### src/shared/loopback_pkg.sv
// Shared constants and state type for the loopback activation control
package loopback_pkg;

  // ==========================================================
  // Timing
  // ==========================================================
  localparam int DEACT_TIMER_MS     = 40;                 // Deactivation timer length, ms
  localparam int CLK_HZ             = 50_000_000;         // System clock rate
  localparam int DEACT_TIMER_CYCLES = DEACT_TIMER_MS * (CLK_HZ / 1000); // Timer in cycles

  // ==========================================================
  // Control states, Gray coded along the usual path
  // ==========================================================
  typedef enum logic [2:0] {
    DEACTIVATED         = 3'h0,  // Access deactivated
    ACTIVATION_INIT     = 3'h1,  // Awake sent, waiting for acknowledgement
    LOOPBACK_ACTIVATING = 3'h3,  // Waiting for receiver synchronisation
    LOOPBACK_REQUESTING = 3'h2,  // Loopback requested, waiting confirmation
    LOOPBACK_ACTIVE     = 3'h6,  // Loopback established
    DEACTIVATING        = 3'h4   // Deactivation timer running
  } line_state_t;

endpackage : loopback_pkg

### src/line_loopback_activation_fsm.sv
// Line-side loopback activation control state machine
// What this block does
// - Loopback request starts awake and training
// - Activating state sends awake and training
// - Awake acknowledgement enters activating, reports start
// - Stay activating until receiver synchronises
// - Synchronised: request loopback operation signal
// - Synchronised: report line active indication
// - Wait for far end loopback confirmation
// - Confirmation: loopback active, report it
// - Loopback active held until deactivation request
// - Deactivation: no-line, deactivate, timer, return
`timescale 1ns/100ps
`default_nettype none
module line_loopback_activation_fsm #(
  parameter int DEACT_CYCLES = loopback_pkg::DEACT_TIMER_CYCLES  // Deactivation timer length
) (
  // Clock and reset
  input  wire logic sys_clk,
  input  wire logic rst,
  // Requests from the exchange-side controller, same clock
  input  wire logic loopbackTwoRequest,
  input  wire logic deactivationRequest,
  // Events from the line, asynchronous
  input  wire logic awakeAckSignal,
  input  wire logic rxSynchronised,
  input  wire logic loopbackConfirmationSignal,
  // Signals sent toward the network-side terminal
  output logic      awakeSignal,
  output logic      outgoingTrainingSignal,
  output logic      loopbackOperationSignal,
  output logic      noLineSignal,
  output logic      lineDeactivateSignal,
  // Indications to the exchange-side controller, one-cycle pulses
  output logic      activationStartedIndication,
  output logic      lineActiveIndication,
  output logic      loopbackActiveIndication,
  output logic      deactivatedIndication
);

  // ==========================================================
  // Line input synchronisers
  // ==========================================================
  logic [2:0] syncFirst;   // First stage, read only by second
  logic [2:0] syncSecond;  // Second stage, safe to use

  // Two flip-flops on each line event
  always_ff @(posedge sys_clk)
  begin
    if (rst)
    begin
      syncFirst  <= 3'h0;
      syncSecond <= 3'h0;
    end
    else
    begin
      syncFirst  <= {loopbackConfirmationSignal, rxSynchronised, awakeAckSignal};
      syncSecond <= syncFirst;
    end
  end

  logic awakeAck;   // Synchronised acknowledgement
  logic rxSync;     // Synchronised receiver lock
  logic loopConf;   // Synchronised loopback confirmation
  assign awakeAck = syncSecond[0];
  assign rxSync   = syncSecond[1];
  assign loopConf = syncSecond[2];

  // ==========================================================
  // State register
  // ==========================================================
  loopback_pkg::line_state_t state;       // Current state
  loopback_pkg::line_state_t next_state;  // Next state
  logic timerStart;                       // Start deactivation timer
  logic timerExpired;                     // Timer done

  // Next-state decode
  always_comb
  begin
    next_state = state;
    case (state)
      loopback_pkg::DEACTIVATED:
        if (loopbackTwoRequest)
          next_state = loopback_pkg::ACTIVATION_INIT;
      loopback_pkg::ACTIVATION_INIT:
        if (deactivationRequest)
          next_state = loopback_pkg::DEACTIVATING;
        else if (awakeAck)
          next_state = loopback_pkg::LOOPBACK_ACTIVATING;
      loopback_pkg::LOOPBACK_ACTIVATING:
        if (deactivationRequest)
          next_state = loopback_pkg::DEACTIVATING;
        else if (rxSync)
          next_state = loopback_pkg::LOOPBACK_REQUESTING;
      loopback_pkg::LOOPBACK_REQUESTING:
        if (deactivationRequest)
          next_state = loopback_pkg::DEACTIVATING;
        else if (loopConf)
          next_state = loopback_pkg::LOOPBACK_ACTIVE;
      loopback_pkg::LOOPBACK_ACTIVE:
        if (deactivationRequest)
          next_state = loopback_pkg::DEACTIVATING;
      loopback_pkg::DEACTIVATING:
        if (timerExpired)
          next_state = loopback_pkg::DEACTIVATED;
      default:
        next_state = loopback_pkg::DEACTIVATED;
    endcase
  end

  // State update
  always_ff @(posedge sys_clk)
  begin
    if (rst)
      state <= loopback_pkg::DEACTIVATED;
    else
      state <= next_state;
  end

  // Timer starts on entry to deactivating
  assign timerStart = (next_state == loopback_pkg::DEACTIVATING) &&
                      (state != loopback_pkg::DEACTIVATING);

  // ==========================================================
  // Deactivation timer
  // ==========================================================
  deact_timer #(
    .CYCLES (DEACT_CYCLES)
  ) u_timer (
    .sys_clk (sys_clk),
    .rst     (rst),
    .start   (timerStart),
    .expired (timerExpired)
  );

  // ==========================================================
  // Line signals, registered from next state
  // ==========================================================
  always_ff @(posedge sys_clk)
  begin
    if (rst)
    begin
      awakeSignal             <= 1'b0;
      outgoingTrainingSignal  <= 1'b0;
      loopbackOperationSignal <= 1'b0;
      noLineSignal            <= 1'b1;
      lineDeactivateSignal    <= 1'b1;
    end
    else
    begin
      // Awake and training while activating
      awakeSignal <= (next_state == loopback_pkg::ACTIVATION_INIT) ||
                     (next_state == loopback_pkg::LOOPBACK_ACTIVATING);
      outgoingTrainingSignal <= (next_state == loopback_pkg::ACTIVATION_INIT) ||
                                (next_state == loopback_pkg::LOOPBACK_ACTIVATING);
      // Loopback operation once requested and while active
      loopbackOperationSignal <= (next_state == loopback_pkg::LOOPBACK_REQUESTING) ||
                                 (next_state == loopback_pkg::LOOPBACK_ACTIVE);
      // No-line and deactivate while down
      noLineSignal <= (next_state == loopback_pkg::DEACTIVATING) ||
                      (next_state == loopback_pkg::DEACTIVATED);
      lineDeactivateSignal <= (next_state == loopback_pkg::DEACTIVATING) ||
                              (next_state == loopback_pkg::DEACTIVATED);
    end
  end

  // ==========================================================
  // Indications, one pulse on each of four forward transitions
  // ==========================================================
  always_ff @(posedge sys_clk)
  begin
    if (rst)
    begin
      activationStartedIndication <= 1'b0;
      lineActiveIndication        <= 1'b0;
      loopbackActiveIndication    <= 1'b0;
      deactivatedIndication       <= 1'b0;
    end
    else
    begin
      activationStartedIndication <= (state == loopback_pkg::ACTIVATION_INIT) &&
                       (next_state == loopback_pkg::LOOPBACK_ACTIVATING);
      lineActiveIndication <= (state == loopback_pkg::LOOPBACK_ACTIVATING) &&
                       (next_state == loopback_pkg::LOOPBACK_REQUESTING);
      loopbackActiveIndication <= (state == loopback_pkg::LOOPBACK_REQUESTING) &&
                       (next_state == loopback_pkg::LOOPBACK_ACTIVE);
      deactivatedIndication <= (state == loopback_pkg::DEACTIVATING) &&
                       (next_state == loopback_pkg::DEACTIVATED);
    end
  end

  // ==========================================================
  // Assertions
  // ==========================================================
  request_starts_a: assert property (@(posedge sys_clk) disable iff (rst)
    (state == loopback_pkg::DEACTIVATED && loopbackTwoRequest) |=>
      state == loopback_pkg::ACTIVATION_INIT && awakeSignal && outgoingTrainingSignal)
    else $error("loopback request did not start awake");
  activating_sends_a: assert property (@(posedge sys_clk) disable iff (rst)
    (state == loopback_pkg::LOOPBACK_ACTIVATING) |-> awakeSignal && outgoingTrainingSignal)
    else $error("activating state not sending awake and training");
  ack_reports_a: assert property (@(posedge sys_clk) disable iff (rst)
    (state == loopback_pkg::ACTIVATION_INIT && awakeAck && !deactivationRequest) |=>
      activationStartedIndication && state == loopback_pkg::LOOPBACK_ACTIVATING)
    else $error("acknowledgement not reported");
  wait_sync_a: assert property (@(posedge sys_clk) disable iff (rst)
    (state == loopback_pkg::LOOPBACK_ACTIVATING && !rxSync && !deactivationRequest) |=>
      $stable(state))
    else $error("left activating without synchronisation");
  sync_request_a: assert property (@(posedge sys_clk) disable iff (rst)
    (state == loopback_pkg::LOOPBACK_ACTIVATING && rxSync && !deactivationRequest) |=>
      loopbackOperationSignal && !awakeSignal)
    else $error("loopback operation not sent on sync");
  line_active_a: assert property (@(posedge sys_clk) disable iff (rst)
    $rose(lineActiveIndication) |-> $past(state, 1) == loopback_pkg::LOOPBACK_ACTIVATING)
    else $error("line active indication without sync");
  wait_confirm_a: assert property (@(posedge sys_clk) disable iff (rst)
    (state == loopback_pkg::LOOPBACK_ACTIVE) |-> $past(loopConf) ||
      $past(state) == loopback_pkg::LOOPBACK_ACTIVE)
    else $error("loopback active without confirmation");
  confirm_report_a: assert property (@(posedge sys_clk) disable iff (rst)
    (state == loopback_pkg::LOOPBACK_REQUESTING && loopConf && !deactivationRequest) |=>
      loopbackActiveIndication ##1 !loopbackActiveIndication)
    else $error("loopback active not reported once");
  active_hold_a: assert property (@(posedge sys_clk) disable iff (rst)
    (state == loopback_pkg::LOOPBACK_ACTIVE && !deactivationRequest) |=>
      state == loopback_pkg::LOOPBACK_ACTIVE)
    else $error("loopback active left without deactivation");
  deact_signals_a: assert property (@(posedge sys_clk) disable iff (rst)
    (state == loopback_pkg::LOOPBACK_ACTIVE && deactivationRequest) |=>
      noLineSignal && lineDeactivateSignal && state == loopback_pkg::DEACTIVATING)
    else $error("deactivation signals missing");
  idle_stays_a: assert property (@(posedge sys_clk) disable iff (rst)
    (state == loopback_pkg::DEACTIVATED && !loopbackTwoRequest) |=>
      state == loopback_pkg::DEACTIVATED && noLineSignal)
    else $error("deactivated state changed without request");

endmodule : line_loopback_activation_fsm
`default_nettype wire

### src/deact_timer.sv
// Deactivation timer: counts down after a start pulse and flags expiry
`timescale 1ns/100ps
`default_nettype none
module deact_timer #(
  parameter int CYCLES = loopback_pkg::DEACT_TIMER_CYCLES  // Timer length in cycles
) (
  // Clock and reset
  input  wire logic sys_clk,
  input  wire logic rst,
  // Control
  input  wire logic start,
  output logic      expired
);

  // ==========================================================
  // Counter
  // ==========================================================
  logic [31:0] count;    // Remaining cycles
  logic        running;  // Timer active

  // Load on start, count down while running
  always_ff @(posedge sys_clk)
  begin
    if (rst)
    begin
      count   <= 32'h0;
      running <= 1'b0;
      expired <= 1'b0;
    end
    else if (start)
    begin
      count   <= 32'(CYCLES - 1);
      running <= 1'b1;
      expired <= 1'b0;
    end
    else if (running)
    begin
      // Expiry pulses one cycle when the count runs out
      expired <= (count == 32'h1) || (count == 32'h0);
      running <= (count > 32'h1);
      if (count != 32'h0)
        count <= count - 32'h1;
    end
    else
      expired <= 1'b0;
  end

endmodule : deact_timer
`default_nettype wire

### config.mk
export PLATFORM = sky130hd
export DESIGN_NAME = line_loopback_activation_fsm
export DESIGN_NICKNAME = d
export VERILOG_FILES = /design/src/shared/loopback_pkg.sv /design/src/line_loopback_activation_fsm.sv /design/src/deact_timer.sv
export SDC_FILE = /design/constraint.sdc
export NUM_CORES = 1
export LEC_CHECK = 0
export ABC_AREA = 1
export BUFFER_PORTS_ARGS = -buffer_cell sky130_fd_sc_hd__buf_2
export CAP_MARGIN = 20
export CORE_ASPECT_RATIO = 1.25
export CORE_UTILIZATION = 60
export CTS_CLUSTER_DIAMETER = 120
export DETAILED_ROUTE_END_ITERATION = 8
export PLACE_DENSITY = 0.88
export SKIP_LAST_GASP = 1
export SYNTH_ARGS = -nofsm -noshare
export SYNTH_HDL_FRONTEND = slang
export SYNTH_SLANG_ARGS = --single-unit
export TNS_END_PERCENT = 10
### constraint.sdc
create_clock -name sys_clk -period 1.93 [get_ports sys_clk]
set_input_delay 0.386 -clock sys_clk [delete_from_list [all_inputs] [get_ports sys_clk]]
set_output_delay 0.386 -clock sys_clk [all_outputs]
set_load 0.05 [all_outputs]
# == Yosys cells after proc, flatten, opt, wreduce, memory -nomap -nowiden ==
# Index checks and enable logic that the tools add are counted.
# Widths: inputs -> output; s select.
# classes
n_eq_ne,12
muxes,15
n_reduce_logical,19
bitwise,1
n_addsub,1
magnitude_cmp,1
# ops
cell,count
$mux 21,3
$eq 32x1->1 const B,1
$gt 32x1->1 const B,1
$logic_not 32->1,1
$reduce_bool 32->1,1
$sub 32x1->32 const B,1
$mux 3,9
$pmux 3 s6,1
$eq 3x2->1 const B,4
$eq 3x3->1 const B,4
$eq 3x1->1 const B,2
$logic_not 3->1,2
$logic_and 1x1->1,5
$logic_or 1x1->1,4
$reduce_and 2->1,2
$reduce_bool 2->1,2
$ne 3x3->1 const B,1
$reduce_or 3->1,1
$mux 1,2
$reduce_or 2->1,1
$not 1->1,1
# totals
ff_bits,50
out_inout_bits,9

# == Depth between registers and ports, before layout ==
# logic_depth
ltp_word,7
mapped_depth,13

# == Modules after synthesis ==
# A second synthesis with hierarchy kept.
# unflattened
hier_cells,443
area_unflattened_um2,2922.8
# by_module_without_submodules
mod,n_inst,area_per_inst_um2,cells_each
deact_timer,1,2289.7,360
line_loopback_activation_fsm,1,633.1,83

# == Worst setup path after synthesis ==
# OpenSTA, ideal clock, no wires.
# synth_timing
path_kind,reg-to-reg
start,reg u_timer.count[0]
end,reg u_timer.count[30]
arrival_time_ps,1463
path_stages_with_launch,10
path_buffers,0
setup_ps,70
path_slack_ps,397
cell_sequence,dfxtp_1 inv_1 ha_1 nand2_1 nor2_2 nand2_1 nor2_1 xor2_1 nand2_1 a21oi_1
# synth_via
elab_chain_len,2
word_cells_on_any_way,3
# synth_lines
element,line,text
start: declaration,deact_timer.sv:18,logic [31:0] count;
start signal: assignment,deact_timer.sv:32,count <= 32'(CYCLES - 1);
start signal: assignment,deact_timer.sv:42,count <= count - 32'h1;
"parallel branches: the longest is 2 deep, another holds $sub 32x1->32",n/a,
# Parallel ways; which one is timed is not known.
# A chain may end at the register's enable or synchronous reset.

# == Final worst setup path ==
# layout_timing
start,reg u_timer.count[0]
end,reg u_timer.count[0]
# layout_via
elab_chain_len,4
word_cells_on_any_way,7
# layout_lines
element,line,text
$sub 32x1->32,deact_timer.sv:42,
$mux 21,deact_timer.sv:41,if (count != 32'h0)
$mux 21,deact_timer.sv:36,else if (running)
$mux 21,deact_timer.sv:30,else if (start)
# Several ways; a longest one is shown, not always the timed one. The select of a mux whose other input is x is not followed.

==> impl_metrics.tcl <==
set metrics [dict create \
    first_global_vias 2657 \
    r2r-start "u_timer.count[0]" \
    holdCritPathClass "in -> reg" \
    syn_inst 449 \
    clkSinkCount 50 \
    die-area_mm2 0.00500 \
    track_usage 0.285 \
    grt_max_degree 24 \
    seqPwrFrac 0.351 \
    vias_per_cell 5.29 \
    path_clk_slew_ps 100 \
    hold_viol 0 \
    avgRoutedWirePerCell_um 12.7 \
    wl_met1_um 2790 \
    avgSynthCellArea_um2 6.31 \
    cts_tree "done" \
    seq_area_frac_synth 0.353 \
    synth_most_common_cell "nand2_1" \
    synth.cell_area_mm2 0.00283 \
    cts_made_buffers 5 \
    yosys_most_used_dff "dfxtp_1" \
    area_growth_pct 9.98 \
    cp-start-kind "register" \
    yosysWarnings 0 \
    power_switching_mw 1.43 \
    port_buffers 15 \
    synthArstFlopShare 0 \
    num_io_pins 16 \
    setup_violations 0 \
    dp.cells 519 \
    antenna_found_initial 0 \
    antenna_left 0 \
    slew_violations 0 \
    crit_fanout 23 \
    cp-end-kind "register" \
    overflow 0 \
    nets 481 \
    crit_required_ps 2140 \
    coreArea_mm2 0.00446 \
    powerDensity_mw_per_mm2 1070 \
    wirelength_um 6740 \
    post_cts_resized 0 \
    status "complete, no violations" \
    maxCapViolations 0 \
    synth_cell_type_count 28 \
    dieHeight_um 78.8 \
    clock.fmax_mhz 551 \
    gp_congestion 0.947 \
    route.met3.wl_um 309 \
    ir_worst_vdd_v 0.000676 \
    synthTopCellsByCount "nand2_1 (127), nor2_1 (96), inv_1 (53)" \
    clk_path_buf_depth 2 \
    slew_headroom 0.709 \
    cts-root-buf "clkbuf_8" \
    final.period_utilization 0.941 \
    sw_frac_of_total 0.432 \
    leakagePower_nw 1.64 \
    post_cts_buffers 0 \
    ys_ff_latch 50 \
    post-dp-hpwl_um 5170 \
    num_antenna_cells 0 \
    cp.arrival_ps 2020 \
    power_frac_clock 0.198 \
    finalCriticalPeriod_ps 1820 \
    crit_start "u_timer.count[0]" \
    design_area_mm2 0.00312 \
    routed.top_layer "met4" \
    path_class "reg -> reg" \
    fillerInstances 406 \
    combPwrFrac 0.452 \
    netlist.area_leader.share 0.353 \
    finalSetupTns_ps 0 \
    worstSkewPairLatency_ps 320 \
    initial_utilization 0.635 \
    syn_nets 459 \
    seq_area_mm2 0.00100 \
    ctsHoldBuffers 0 \
    finClkSkew_ps 7.90 \
    hold_path_startpoint "awakeAckSignal" \
    synth_area_leaders "dfxtp_1 (35%), nand2_1 (17%), nor2_1 (13%), inv_1 (7.0%), nand3_1 (4.8%)" \
    multi_input_area_mm2 0.00154 \
    num_rows 27 \
    dr.pass1.iters 6 \
    placed_cell_area_mm2 0.00299 \
    drt-initial-drc-count 159 \
    vias 2802 \
    internal_power_mw 1.88 \
    finalNonFillerCells 530 \
    synth_edf_count 0 \
    yosys.area.top_type "dfxtp_1" \
    fp.dieW_um 63.5 \
    grt_pass1_wl_um 11300 \
    routed-wl-met2_um 3440 \
    worst_slew_pin_slew_ps 433 \
    h-tree-depth 2 \
    drive_gt1_frac 0.104 \
    drc_errors 0 \
]
## power groups by stage
stage,Sequential (mW),Clock [mW],Combinational (mW)
2_1_floorplan,1.18,0,1.13
3_3_place_gp,1.18,0,1.42
3_5_place_dp,1.18,0,1.45
4_1_cts,1.16,0.664,1.46
5_1_grt,1.17,0.718,1.66
6_report,1.16,0.656,1.50
## placed cells by master, fill, tap and decap left out, types with 5 or more instances in the layout
cell,Yosys,layout
nand2_1,127,127
a21oi_1,21,21
xor2_1,10,10
o21ai_0,6,6
nand4_1,10,10
nor2_2,5,5
dfxtp_1,50,50
xnor2_1,6,6
nor2_1,96,96
nand3_1,27,27
nor3_1,5,5
inv_1,53,53
clkbuf_8,0,5
buf_4,2,9
buf_2,4,15
## path summary, 6_finish.rpt
kind	endpoint	cells past startpoint	slack, ps
setup / recovery	u_timer.count[0]	10	110
hold / removal	syncFirst[0]	3	270
setup reg to reg	u_timer.count[0]	10	110
hold reg to reg	syncSecond[1]	2	420
## sequential cells by signal, indices dropped and copies added, names as in the netlist, 3 cells and up
signal         cells
u_timer.count     32
state              3
syncFirst          3
syncSecond         3
## layer usage
metal,track usage,vias up
li1,-,1430
met1,0.305,1270
met2,0.531,83
met3,0.0489,19
met4,0.141,0
met5,0,-
## worst max-delay path: stages (launching register included)
cell     delay [ps]
dfxtp_1         370
inv_1           160
ha_1            210
inv_1            50
nor2_1          100
nand2_1          70
nor2_2          120
nand2_2         100
nand2_4         230
xor2_1          200
a21oi_1          90
## through the flow
step / worst slack [ps] / hold slack (ps) / power, mW / util
after global placement: 242 / 393 / 2.60 / 0.669
after floorplan: 397 / 388 / 2.31 / -
after global routing: -63.8 / 260 / 3.55 / 0.699
after CTS: 135 / 265 / 3.29 / 0.691
after detailed placement: 159 / 395 / 2.64 / 0.669
final: 114 / 265 / 3.32 / 0.699
## cell type report
cell class	count	share of cell area
repair buffers	27	0.0651
inverters	54	0.0651
well taps	58	0.0233
clock buffers	5	0.0221
flip-flops and latches	50	0.321
multi-input cells	333	0.495
clock inverters	3	0.00843
## cells by family (layout without fill, tap and decap cells)
group / Yosys count / after routing / share of synthesized area
AND/OR/NAND/NOR: 284 / 284 / 0.428
buffers and inverters: 66 / 89 / 0.102
flip-flops: 50 / 50 / 0.353
AO/OA/AOI/OAI: 30 / 30 / 0.0539
XOR/XNOR: 16 / 16 / 0.0495
adder cells (fa/ha/maj): 3 / 3 / 0.0133
No activity file was read; power rests on OpenSTA's default activity.
